[config.mk]
export PLATFORM = sky130hd
export DESIGN_NAME = dff_regs
export DESIGN_NICKNAME = d
export VERILOG_FILES = /design/src/include/dff_pkg.sv /design/src/include/dff_wr_if.sv /design/src/dff_regs.sv /design/src/dff_serial_rx.sv /design/src/dff_sync.sv
export VERILOG_INCLUDE_DIRS = /design/src /design/src/include
export SDC_FILE = /design/constraint.sdc
export NUM_CORES = 1
export LEC_CHECK = 0
export CORE_MARGIN = 2
export CORE_UTILIZATION = 60
export DETAILED_ROUTE_END_ITERATION = 7
export DONT_BUFFER_PORTS = 1
export PLACE_DENSITY = 0.76
export SETUP_SLACK_MARGIN = 0.1
export SYNTH_ARGS = -nofsm -noshare
export SYNTH_HDL_FRONTEND = slang
export SYNTH_SLANG_ARGS = --single-unit
[constraint.sdc]
create_clock -name i_clk -period 4.8 [get_ports i_clk]
set_input_delay 0.72 -clock i_clk [delete_from_list [all_inputs] [get_ports i_clk]]
set_output_delay 0.72 -clock i_clk [all_outputs]
set_load 0.005 [all_outputs]
[src/include/dff_cfg.svh]
// constants for the converter format, filter and mode register bank
`ifndef DFF_CFG_SVH
`define DFF_CFG_SVH
// serial control word
`define DFF_ADDR_W 7
`define DFF_DATA_W 9
`define DFF_FRAME_BITS 5'h10
`define DFF_CNT_W 5
// register addresses
`define DFF_ADDR_FORMAT 7'h05
`define DFF_ADDR_FILTER 7'h06
`define DFF_ADDR_MODE1 7'h07
`define DFF_ADDR_SOFT_RESET 7'h09
// reset values
`define DFF_RST_FORMAT 8'h0a
`define DFF_RST_FILTER 8'h00
`define DFF_RST_MODE1 8'h00
// format register fields
`define DFF_IWL_MSB 1
`define DFF_IWL_LSB 0
`define DFF_FMT_MSB 3
`define DFF_FMT_LSB 2
`define DFF_LRP_BIT 4
`define DFF_BCP_BIT 5
`define DFF_REV_BIT 6
`define DFF_POWER_DOWN_SELECT_BIT 7
// filter register fields
`define DFF_FIR_MSB 2
`define DFF_FIR_LSB 0
`define DFF_CFILT_MSB 4
`define DFF_CFILT_LSB 3
`define DFF_DEEMPHASIS_SELECT_MSB 6
`define DFF_DEEMPHASIS_SELECT_LSB 5
`define DFF_ZHI_BIT 7
// mode register fields
`define DFF_MODE_MSB 1
`define DFF_MODE_LSB 0
`define DFF_RATIO_MSB 4
`define DFF_RATIO_LSB 2
`define DFF_BAND_MSB 6
`define DFF_BAND_LSB 5
`define DFF_BYPASS_BIT 7
// decoded values
`define DFF_WL_16 6'h10
`define DFF_WL_20 6'h14
`define DFF_WL_24 6'h18
`define DFF_WL_32 6'h20
`define DFF_RATIO_128 10'h080
`define DFF_RATIO_192 10'h0c0
`define DFF_RATIO_256 10'h100
`define DFF_RATIO_384 10'h180
`define DFF_RATIO_512 10'h200
`define DFF_RATIO_768 10'h300
`define DFF_RATIO_NONE 10'h000
`define DFF_DE_32K 16'h7d00
`define DFF_DE_44K1 16'hac44
`define DFF_DE_48K 16'hbb80
`define DFF_DE_OFF 16'h0000
`define DFF_FIR_MAX 3'h4
`define DFF_ONE3 3'h1
`endif

[src/include/dff_pkg.sv]
// types for the converter format, filter and mode register bank
`default_nettype none
package dff_pkg;
    typedef enum logic [1:0] {
        DFF_WL16 = 2'h0,
        DFF_WL20 = 2'h1,
        DFF_WL24 = 2'h2,
        DFF_WL32 = 2'h3
    } dff_wl_t;
    typedef enum logic [1:0] {
        DFF_FMT_RIGHT = 2'h0,
        DFF_FMT_LEFT = 2'h1,
        DFF_FMT_I2S = 2'h2,
        DFF_FMT_DSP = 2'h3
    } dff_fmt_t;
    typedef enum logic [1:0] {
        DFF_MODE_PCM = 2'h0,
        DFF_MODE_DIRECT = 2'h1,
        DFF_MODE_CONV = 2'h2,
        DFF_MODE_UNUSED = 2'h3
    } dff_mode_t;
    typedef enum logic [1:0] {
        DFF_BAND_LOW = 2'h0,
        DFF_BAND_MED = 2'h1,
        DFF_BAND_HIGH = 2'h2,
        DFF_BAND_UNUSED = 2'h3
    } dff_band_t;
    typedef enum logic [1:0] {
        DFF_DE_OFF = 2'h0,
        DFF_DE_32 = 2'h1,
        DFF_DE_44 = 2'h2,
        DFF_DE_48 = 2'h3
    } dff_deemphasis_select_t;
endpackage : dff_pkg
`default_nettype wire

[src/include/dff_wr_if.sv]
// register write carrier from serial receiver to register bank
`timescale 1ns/1ps
`default_nettype none
`include "dff_cfg.svh"
interface dff_wr_if;
    logic wr_en;
    logic [`DFF_ADDR_W-1:0] addr;
    logic [`DFF_DATA_W-1:0] data;
    modport rx (output wr_en, output addr, output data);
    modport bank (input wr_en, input addr, input data);
endinterface : dff_wr_if
`default_nettype wire

[src/dff_regs.sv]
// format, filter and mode register bank with decoded controls
`timescale 1ns/1ps
`default_nettype none
`include "dff_cfg.svh"
module dff_regs
    import dff_pkg::*;
(
    // clock and reset
    input wire logic i_clk,
    input wire logic i_resetn,
    // serial control pins
    input wire logic i_ctrl_csb,
    input wire logic i_ctrl_sclk,
    input wire logic i_ctrl_sdin,
    // hardware control pins
    input wire logic i_software_mode,
    input wire logic [1:0] i_rate_band_pin,
    // zero detection from datapath
    input wire logic i_zero_detect_raw,
    // format controls
    output logic [1:0] o_input_word_length,
    output logic [5:0] o_word_length_bits,
    output logic [1:0] o_framing_format,
    output logic o_frame_clock_polarity,
    output logic o_frame_clock_invert,
    output logic o_dsp_variant_b,
    output logic o_bit_clock_polarity,
    output logic o_output_phase_invert,
    output logic o_power_down_select,
    // filter controls
    output logic [2:0] o_oversampling_filter_select,
    output logic [2:0] o_oversampling_response,
    output logic [1:0] o_bitstream_comp_filter_select,
    output logic [2:0] o_bitstream_comp_response,
    output logic [1:0] o_deemphasis_select,
    output logic o_deemphasis_enable,
    output logic [15:0] o_deemphasis_rate_hz,
    output logic o_zero_output_force_high,
    output logic o_zero_detect_output,
    // mode controls
    output logic [1:0] o_operating_mode_select,
    output logic o_mode_pcm,
    output logic o_mode_bitstream_direct,
    output logic o_mode_bitstream_converted,
    output logic [2:0] o_clock_ratio_select,
    output logic o_clock_ratio_auto,
    output logic [9:0] o_clock_ratio_fs,
    output logic [1:0] o_rate_band_select,
    output logic [1:0] o_rate_band_effective,
    output logic o_filter_bypass_eight_times,
    // device-wide reset request
    output logic o_soft_reset
);
    ////////////////////////////////////////////////////////////////
    // pin synchronisers and serial receiver
    logic ctrl_csb_s;
    logic ctrl_sclk_s;
    logic ctrl_sdin_s;
    logic sw_mode_s;
    logic [1:0] band_pin_s;
    dff_wr_if wr_bus ();

    dff_sync #(
        .W(6),
        .RST(6'h01)
    ) u_sync (
        .i_clk(i_clk),
        .i_resetn(i_resetn),
        .i_d({i_rate_band_pin, i_software_mode,
              i_ctrl_sdin, i_ctrl_sclk, i_ctrl_csb}),
        .o_q({band_pin_s, sw_mode_s, ctrl_sdin_s, ctrl_sclk_s,
              ctrl_csb_s})
    );

    dff_serial_rx u_rx (
        .i_clk(i_clk),
        .i_resetn(i_resetn),
        .i_csb(ctrl_csb_s),
        .i_sclk(ctrl_sclk_s),
        .i_sdin(ctrl_sdin_s),
        .wr(wr_bus.rx)
    );

    ////////////////////////////////////////////////////////////////
    // address decode; data bit 8 is not stored
    logic [7:0] format_q;
    logic [7:0] format_d;
    logic [7:0] filter_q;
    logic [7:0] filter_d;
    logic [7:0] mode1_q;
    logic [7:0] mode1_d;
    logic soft_reset_q;
    wire [7:0] wr_byte = wr_bus.data[7:0];
    wire wr_format = wr_bus.wr_en & (wr_bus.addr == `DFF_ADDR_FORMAT);
    wire wr_filter = wr_bus.wr_en & (wr_bus.addr == `DFF_ADDR_FILTER);
    wire wr_mode1 = wr_bus.wr_en & (wr_bus.addr == `DFF_ADDR_MODE1);
    wire wr_reset = wr_bus.wr_en
        & (wr_bus.addr == `DFF_ADDR_SOFT_RESET);

    assign format_d = wr_reset ? `DFF_RST_FORMAT
        : wr_format ? wr_byte : format_q;
    assign filter_d = wr_reset ? `DFF_RST_FILTER
        : wr_filter ? wr_byte : filter_q;
    assign mode1_d = wr_reset ? `DFF_RST_MODE1
        : wr_mode1 ? wr_byte : mode1_q;

    always_ff @(posedge i_clk or negedge i_resetn)
    begin
        if (!i_resetn)
        begin
            format_q <= `DFF_RST_FORMAT;
            filter_q <= `DFF_RST_FILTER;
            mode1_q <= `DFF_RST_MODE1;
            soft_reset_q <= 1'b0;
        end
        else
        begin
            format_q <= format_d;
            filter_q <= filter_d;
            mode1_q <= mode1_d;
            soft_reset_q <= wr_reset;
        end
    end

    ////////////////////////////////////////////////////////////////
    // format register decode
    wire dff_wl_t wl_w =
        dff_wl_t'(format_q[`DFF_IWL_MSB:`DFF_IWL_LSB]);
    wire dff_fmt_t fmt_w =
        dff_fmt_t'(format_q[`DFF_FMT_MSB:`DFF_FMT_LSB]);
    wire lrp_w = format_q[`DFF_LRP_BIT];
    wire is_dsp_w = (fmt_w == DFF_FMT_DSP);
    wire [5:0] wl_bits_w =
        (wl_w == DFF_WL16) ? `DFF_WL_16 :
        (wl_w == DFF_WL20) ? `DFF_WL_20 :
        (wl_w == DFF_WL24) ? `DFF_WL_24 : `DFF_WL_32;
    wire lr_inv_w = lrp_w & ~is_dsp_w;
    wire dsp_b_w = lrp_w & is_dsp_w;

    ////////////////////////////////////////////////////////////////
    // filter register decode
    wire [2:0] fir_w = filter_q[`DFF_FIR_MSB:`DFF_FIR_LSB];
    wire [1:0] cfilt_w = filter_q[`DFF_CFILT_MSB:`DFF_CFILT_LSB];
    wire dff_deemphasis_select_t de_w =
        dff_deemphasis_select_t'(filter_q[`DFF_DEEMPHASIS_SELECT_MSB:`DFF_DEEMPHASIS_SELECT_LSB]);
    wire zhi_w = filter_q[`DFF_ZHI_BIT];
    // response numbers from one; illegal filter codes give zero
    wire [2:0] fir_resp_w = (fir_w > `DFF_FIR_MAX) ? 3'h0
        : fir_w + `DFF_ONE3;
    wire [2:0] cfilt_resp_w = {1'b0, cfilt_w} + `DFF_ONE3;
    wire [15:0] de_rate_w =
        (de_w == DFF_DE_32) ? `DFF_DE_32K :
        (de_w == DFF_DE_44) ? `DFF_DE_44K1 :
        (de_w == DFF_DE_48) ? `DFF_DE_48K : `DFF_DE_OFF;
    wire zero_w = zhi_w | i_zero_detect_raw;

    ////////////////////////////////////////////////////////////////
    // mode register decode
    wire dff_mode_t mode_w =
        dff_mode_t'(mode1_q[`DFF_MODE_MSB:`DFF_MODE_LSB]);
    wire [2:0] ratio_w = mode1_q[`DFF_RATIO_MSB:`DFF_RATIO_LSB];
    wire [1:0] band_reg_w = mode1_q[`DFF_BAND_MSB:`DFF_BAND_LSB];
    // unused codes decode to no mode and no fixed ratio
    wire [9:0] ratio_fs_w =
        (ratio_w == 3'h1) ? `DFF_RATIO_128 :
        (ratio_w == 3'h2) ? `DFF_RATIO_192 :
        (ratio_w == 3'h3) ? `DFF_RATIO_256 :
        (ratio_w == 3'h4) ? `DFF_RATIO_384 :
        (ratio_w == 3'h5) ? `DFF_RATIO_512 :
        (ratio_w == 3'h6) ? `DFF_RATIO_768 : `DFF_RATIO_NONE;
    wire ratio_auto_w = (ratio_w == 3'h0);
    wire [1:0] band_eff_w = sw_mode_s ? band_reg_w
        : band_pin_s;

    ////////////////////////////////////////////////////////////////
    // registered control outputs: format
    always_ff @(posedge i_clk or negedge i_resetn)
    begin
        if (!i_resetn)
        begin
            o_word_length_bits <= `DFF_WL_24;
            o_frame_clock_invert <= 1'b0;
            o_dsp_variant_b <= 1'b0;
        end
        else
        begin
            o_word_length_bits <= wl_bits_w;
            o_frame_clock_invert <= lr_inv_w;
            o_dsp_variant_b <= dsp_b_w;
        end
    end

    // registered control outputs: filter
    always_ff @(posedge i_clk or negedge i_resetn)
    begin
        if (!i_resetn)
        begin
            o_oversampling_response <= `DFF_ONE3;
            o_bitstream_comp_response <= `DFF_ONE3;
            o_deemphasis_enable <= 1'b0;
            o_deemphasis_rate_hz <= `DFF_DE_OFF;
            o_zero_detect_output <= 1'b0;
        end
        else
        begin
            o_oversampling_response <= fir_resp_w;
            o_bitstream_comp_response <= cfilt_resp_w;
            o_deemphasis_enable <= (de_w != DFF_DE_OFF);
            o_deemphasis_rate_hz <= de_rate_w;
            o_zero_detect_output <= zero_w;
        end
    end

    // registered control outputs: mode
    always_ff @(posedge i_clk or negedge i_resetn)
    begin
        if (!i_resetn)
        begin
            o_mode_pcm <= 1'b1;
            o_mode_bitstream_direct <= 1'b0;
            o_mode_bitstream_converted <= 1'b0;
            o_clock_ratio_auto <= 1'b1;
            o_clock_ratio_fs <= `DFF_RATIO_NONE;
            o_rate_band_effective <= 2'h0;
        end
        else
        begin
            o_mode_pcm <= (mode_w == DFF_MODE_PCM);
            o_mode_bitstream_direct <= (mode_w == DFF_MODE_DIRECT);
            o_mode_bitstream_converted <= (mode_w == DFF_MODE_CONV);
            o_clock_ratio_auto <= ratio_auto_w;
            o_clock_ratio_fs <= ratio_fs_w;
            o_rate_band_effective <= band_eff_w;
        end
    end

    ////////////////////////////////////////////////////////////////
    // raw fields straight from the register flip-flops
    assign o_input_word_length =
        format_q[`DFF_IWL_MSB:`DFF_IWL_LSB];
    assign o_framing_format =
        format_q[`DFF_FMT_MSB:`DFF_FMT_LSB];
    assign o_frame_clock_polarity = format_q[`DFF_LRP_BIT];
    assign o_bit_clock_polarity = format_q[`DFF_BCP_BIT];
    assign o_output_phase_invert = format_q[`DFF_REV_BIT];
    assign o_power_down_select = format_q[`DFF_POWER_DOWN_SELECT_BIT];
    assign o_oversampling_filter_select = fir_w;
    assign o_bitstream_comp_filter_select = cfilt_w;
    assign o_deemphasis_select =
        filter_q[`DFF_DEEMPHASIS_SELECT_MSB:`DFF_DEEMPHASIS_SELECT_LSB];
    assign o_zero_output_force_high = zhi_w;
    assign o_operating_mode_select =
        mode1_q[`DFF_MODE_MSB:`DFF_MODE_LSB];
    assign o_clock_ratio_select = ratio_w;
    assign o_rate_band_select = band_reg_w;
    assign o_filter_bypass_eight_times =
        mode1_q[`DFF_BYPASS_BIT];
    assign o_soft_reset = soft_reset_q;
endmodule : dff_regs
`default_nettype wire

[src/dff_serial_rx.sv]
// three-wire control word receiver: 7-bit address, 9-bit data
`timescale 1ns/1ps
`default_nettype none
`include "dff_cfg.svh"
module dff_serial_rx (
    // clock and reset
    input wire logic i_clk,
    input wire logic i_resetn,
    // synchronised control pins
    input wire logic i_csb,
    input wire logic i_sclk,
    input wire logic i_sdin,
    // decoded write
    dff_wr_if.rx wr
);
    localparam int FW = `DFF_ADDR_W + `DFF_DATA_W;
    logic sclk_q;
    logic csb_q;
    logic [FW-1:0] shift_q;
    logic [`DFF_CNT_W-1:0] cnt_q;
    logic wr_q;
    wire sclk_rise = i_sclk & ~sclk_q & ~i_csb;
    wire csb_rise = i_csb & ~csb_q;
    wire full = (cnt_q == `DFF_FRAME_BITS);

    always_ff @(posedge i_clk or negedge i_resetn)
    begin
        if (!i_resetn)
        begin
            sclk_q <= 1'b0;
            csb_q <= 1'b1;
        end
        else
        begin
            sclk_q <= i_sclk;
            csb_q <= i_csb;
        end
    end

    // msb first; longer frames keep the last sixteen bits
    always_ff @(posedge i_clk or negedge i_resetn)
    begin
        if (!i_resetn)
        begin
            shift_q <= '0;
            cnt_q <= '0;
        end
        else if (i_csb)
            cnt_q <= '0;
        else if (sclk_rise)
        begin
            shift_q <= {shift_q[FW-2:0], i_sdin};
            cnt_q <= full ? cnt_q : cnt_q + `DFF_CNT_W'(1);
        end
    end

    always_ff @(posedge i_clk or negedge i_resetn)
    begin
        if (!i_resetn)
            wr_q <= 1'b0;
        else
            wr_q <= csb_rise & full;
    end

    assign wr.wr_en = wr_q;
    assign wr.addr = shift_q[FW-1:`DFF_DATA_W];
    assign wr.data = shift_q[`DFF_DATA_W-1:0];
endmodule : dff_serial_rx
`default_nettype wire

[src/dff_sync.sv]
// two flip-flop synchroniser for a group of pin levels
`timescale 1ns/1ps
`default_nettype none
module dff_sync #(
    parameter int W = 1,
    parameter logic [W-1:0] RST = '0
) (
    // clock and reset
    input wire logic i_clk,
    input wire logic i_resetn,
    // pins in, synchronised out
    input wire logic [W-1:0] i_d,
    output logic [W-1:0] o_q
);
    logic [W-1:0] meta_q;
    logic [W-1:0] sync_q;

    always_ff @(posedge i_clk or negedge i_resetn)
    begin
        if (!i_resetn)
        begin
            meta_q <= RST;
            sync_q <= RST;
        end
        else
        begin
            meta_q <= i_d;
            sync_q <= meta_q;
        end
    end

    assign o_q = sync_q;
endmodule : dff_sync
`default_nettype wire
==> flow_summary.json <==
{
  "grt_antenna_before_repair": 0,
  "holdBufCountCts": 0,
  "dieArea_sq_mm": 0.00705,
  "fin_tns_setup_ps": 0,
  "drc": 0,
  "io_buffers": 0,
  "h-tree-depth": 3,
  "cp-start-kind": "register",
  "ff2ff_path_depth": 3,
  "r2r_slack_ps": 2710,
  "layout-drive-gt1-share_pct": 19.0,
  "critPathMaxFanout": 21,
  "critical_path_required_ps": 5080,
  "outcome": "completed",
  "regToRegStartpoint": "u_rx.shift_q[12]",
  "cp-end-kind": "register",
  "ctsResizeCount": 0,
  "grt_setup_unrepaired": "false",
  "final_common_cell": "dfrtp_1",
  "clkSinkCount": 91,
  "ys_types": 44,
  "maxSlewHeadroom_pct": 13.7,
  "synth_edf_count": 0,
  "ys_ff_latch": 91,
  "grt_usage_pct": 19.9,
  "fillers": 465,
  "tightest_slew_ps": 1290,
  "drt_wl_total_mm": 6.53,
  "first_iter_violations": 276,
  "syn_avg_cell_area_sq_um": 12.5,
  "nets": 314,
  "worstSetupPathType": "reg2reg",
  "irDropWorstVdd_mv": 0.213,
  "path_cells": "nor4bb_1 -> nand3_1 -> a21oi_1",
  "clk_pin_slew_ps": 90,
  "chipHeight_um": 83.9,
  "fin_cells": 377,
  "grt_max_degree": 92,
  "place.gp.congestion": 0.827,
  "vias": 2278,
  "cts_tree": "done",
  "crit_slowest_cell": "nor4bb_1",
  "cts_root_buf": "clkbuf_8",
  "drv_cap": 0,
  "wl_per_cell_um": 17.3,
  "critPathArrivalTime_ps": 2380,
  "grt_pass1_wl_mm": 10.9,
  "setup_violations": 0,
  "dieWidth_um": 83.9,
  "syn_inst": 307,
  "ant_nets": 0,
  "syn_to_final_growth_pct": 3.39,
  "finalHoldViolations": 0,
  "place_hpwl_mm": 4.12,
  "final_cell_mix": "dfrtp_1, mux2_2, o21ai_0, a21oi_1",
  "period_share_pct": 43.6,
  "cts_buffers": 9,
  "power.leakage_nw": 1.78,
  "row_count": 29,
  "grt_pass1_vias": 2163,
  "fmax_mhz": 478,
  "critPathMaxStageDelay_ps": 1030,
  "drtPass1Iterations": 4,
  "cts_buffer_depth": 2,
  "r2r_end": "filter_q[2]",
  "period_minus_slack_ps": 2090,
  "final_util_pct": 63.1,
  "grt-ovfl-total": 0,
  "viasPerCell": 6.04,
  "cts_setup_buffers": 0,
  "insertion_delay_ps": 350,
  "ys_warn_count": 0,
  "ys_async_sr_fraction_pct": 100,
  "syn-cell-area_sq_mm": 0.00383,
  "antenna_cells": 0,
  "core-area_sq_mm": 0.00628,
  "synth_top_area_share_pct": 52.2,
  "drv_slew": 0,
  "start_util_pct": 61.1,
  "synth_area_leader_cell": "dfrtp_1",
  "powerDensity_mw_per_mm2": 377,
  "min_path_type": "in2async",
  "synth.area.top_cells": "dfrtp_1, dfstp_2, mux2_2",
  "place_inst": 361,
  "synth_seq_area_share_pct": 59.8,
  "num_io_pins": 82,
  "synth-main-ff-cell": "dfrtp_1",
  "fin_skew_ps": 9.56
}
==> stage by stage <==
| step | total power [mW] | cell area (sq um) | hold slack [ps] | setup WS, ps |
|---|---|---|---|---|
| 4_1_cts | 1.50 | 3960 | 42.8 | 2720 |
| 6_report | 1.50 | 3960 | 54.3 | 2710 |
| 2_1_floorplan | 0.915 | 3880 | 331 | 3040 |
| 3_3_place_gp | 0.937 | 3740 | 334 | 2810 |
| 5_1_grt | 1.55 | 3960 | 27.9 | 2500 |
| 3_5_place_dp | 0.943 | 3740 | 335 | 2750 |
==> Yosys cell counts (3+ instances only) <==
| library cell | number |
|---|---|
| a21oi_1 | 14 |
| a32oi_1 | 3 |
| buf_4 | 18 |
| buf_6 | 4 |
| clkbuf_1 | 11 |
| dfrtp_1 | 80 |
| dfstp_2 | 11 |
| ha_1 | 10 |
| inv_1 | 13 |
| mux2_2 | 18 |
| nand2_1 | 6 |
| nand2b_1 | 3 |
| nand3_1 | 13 |
| nor2_1 | 7 |
| nor2b_1 | 6 |
| nor3_1 | 5 |
| o21a_1 | 9 |
| o21ai_0 | 14 |
| o21ai_1 | 6 |
| o221a_2 | 8 |
| o31ai_1 | 3 |
| o41ai_1 | 3 |
| or3_1 | 10 |
==> logic make-up after synthesis <==
kind of cell / Yosys count / synth area share, %
AO/OA/AOI/OAI: 66 / 11.6
XOR/XNOR: 1 / 0.229
adder cells (fa/ha/maj): 10 / 3.26
buffers and inverters: 48 / 7.28
flip-flops: 91 / 59.8
multiplexers: 20 / 5.81
other: 1 / 0.0978
AND/OR/NAND/NOR: 70 / 11.9
==> worst max-delay path, delay by kind of cell (launching register included) <==
family           cells  cell delay, ps
flip-flops           1             630
AND/OR/NAND/NOR      2            1210
AO/OA/AOI/OAI        1             180
==> worst max path at each step <==
stage | from | to | slack [ps]
3_3_place_gp | u_rx.sclk_q | u_rx.shift_q[15] | 2810
5_1_grt | u_rx.shift_q[10] | filter_q[2] | 2500
2_1_floorplan | u_rx.shift_q[14] | mode1_q[7] | 3040
4_1_cts | u_rx.sclk_q | u_rx.shift_q[6] | 2720
3_5_place_dp | u_rx.shift_q[10] | filter_q[7] | 2750
6_report | u_rx.shift_q[12] | filter_q[2] | 2710
==> routing by layer <==
layer / GRT usage [%] / share of wire, % / vias up
li1: - / - / 1038
met5: 0 / 0 / -
met3: 7.52 / 7.0 / 15
met2: 29.6 / 47 / 89
met4: 9.09 / 2.5 / 0
met1: 26.1 / 44 / 1136
==> area by class of cell <==
class / instances / area [sq um] / area share (%)
multi-input combinational: 180 / 1310 / 33.0
clock buffer: 12 / 145 / 3.66
sequential: 91 / 2290 / 57.8
tap: 77 / 96.3 / 2.43
inverter: 13 / 48.8 / 1.23
clock inverter: 4 / 73.8 / 1.86
==> where the power goes <==
group | total (mW) | internal (mW) | switching [mW]
sequential | 0.875 | 0.807 | 0.0676
clock | 0.561 | 0.308 | 0.253
combinational | 0.0594 | 0.0343 | 0.0251
==> flip-flops by register name, indices dropped and copies added, names as in the netlist, 2 cells and up <==
| name | flops |
|---|---|
| u_sync.meta_q | 6 |
| o_deemphasis_rate_hz | 7 |
| o_word_length_bits | 4 |
| u_sync.o_q | 6 |
| o_oversampling_response | 3 |
| filter_q | 8 |
| o_rate_band_effective | 2 |
| u_rx.shift_q | 16 |
| o_bitstream_comp_response | 3 |
| format_q | 8 |
| mode1_q | 8 |
| o_clock_ratio_fs | 4 |
| u_rx.cnt_q | 5 |
Note: power is estimated with default switching activity, not from simulation.
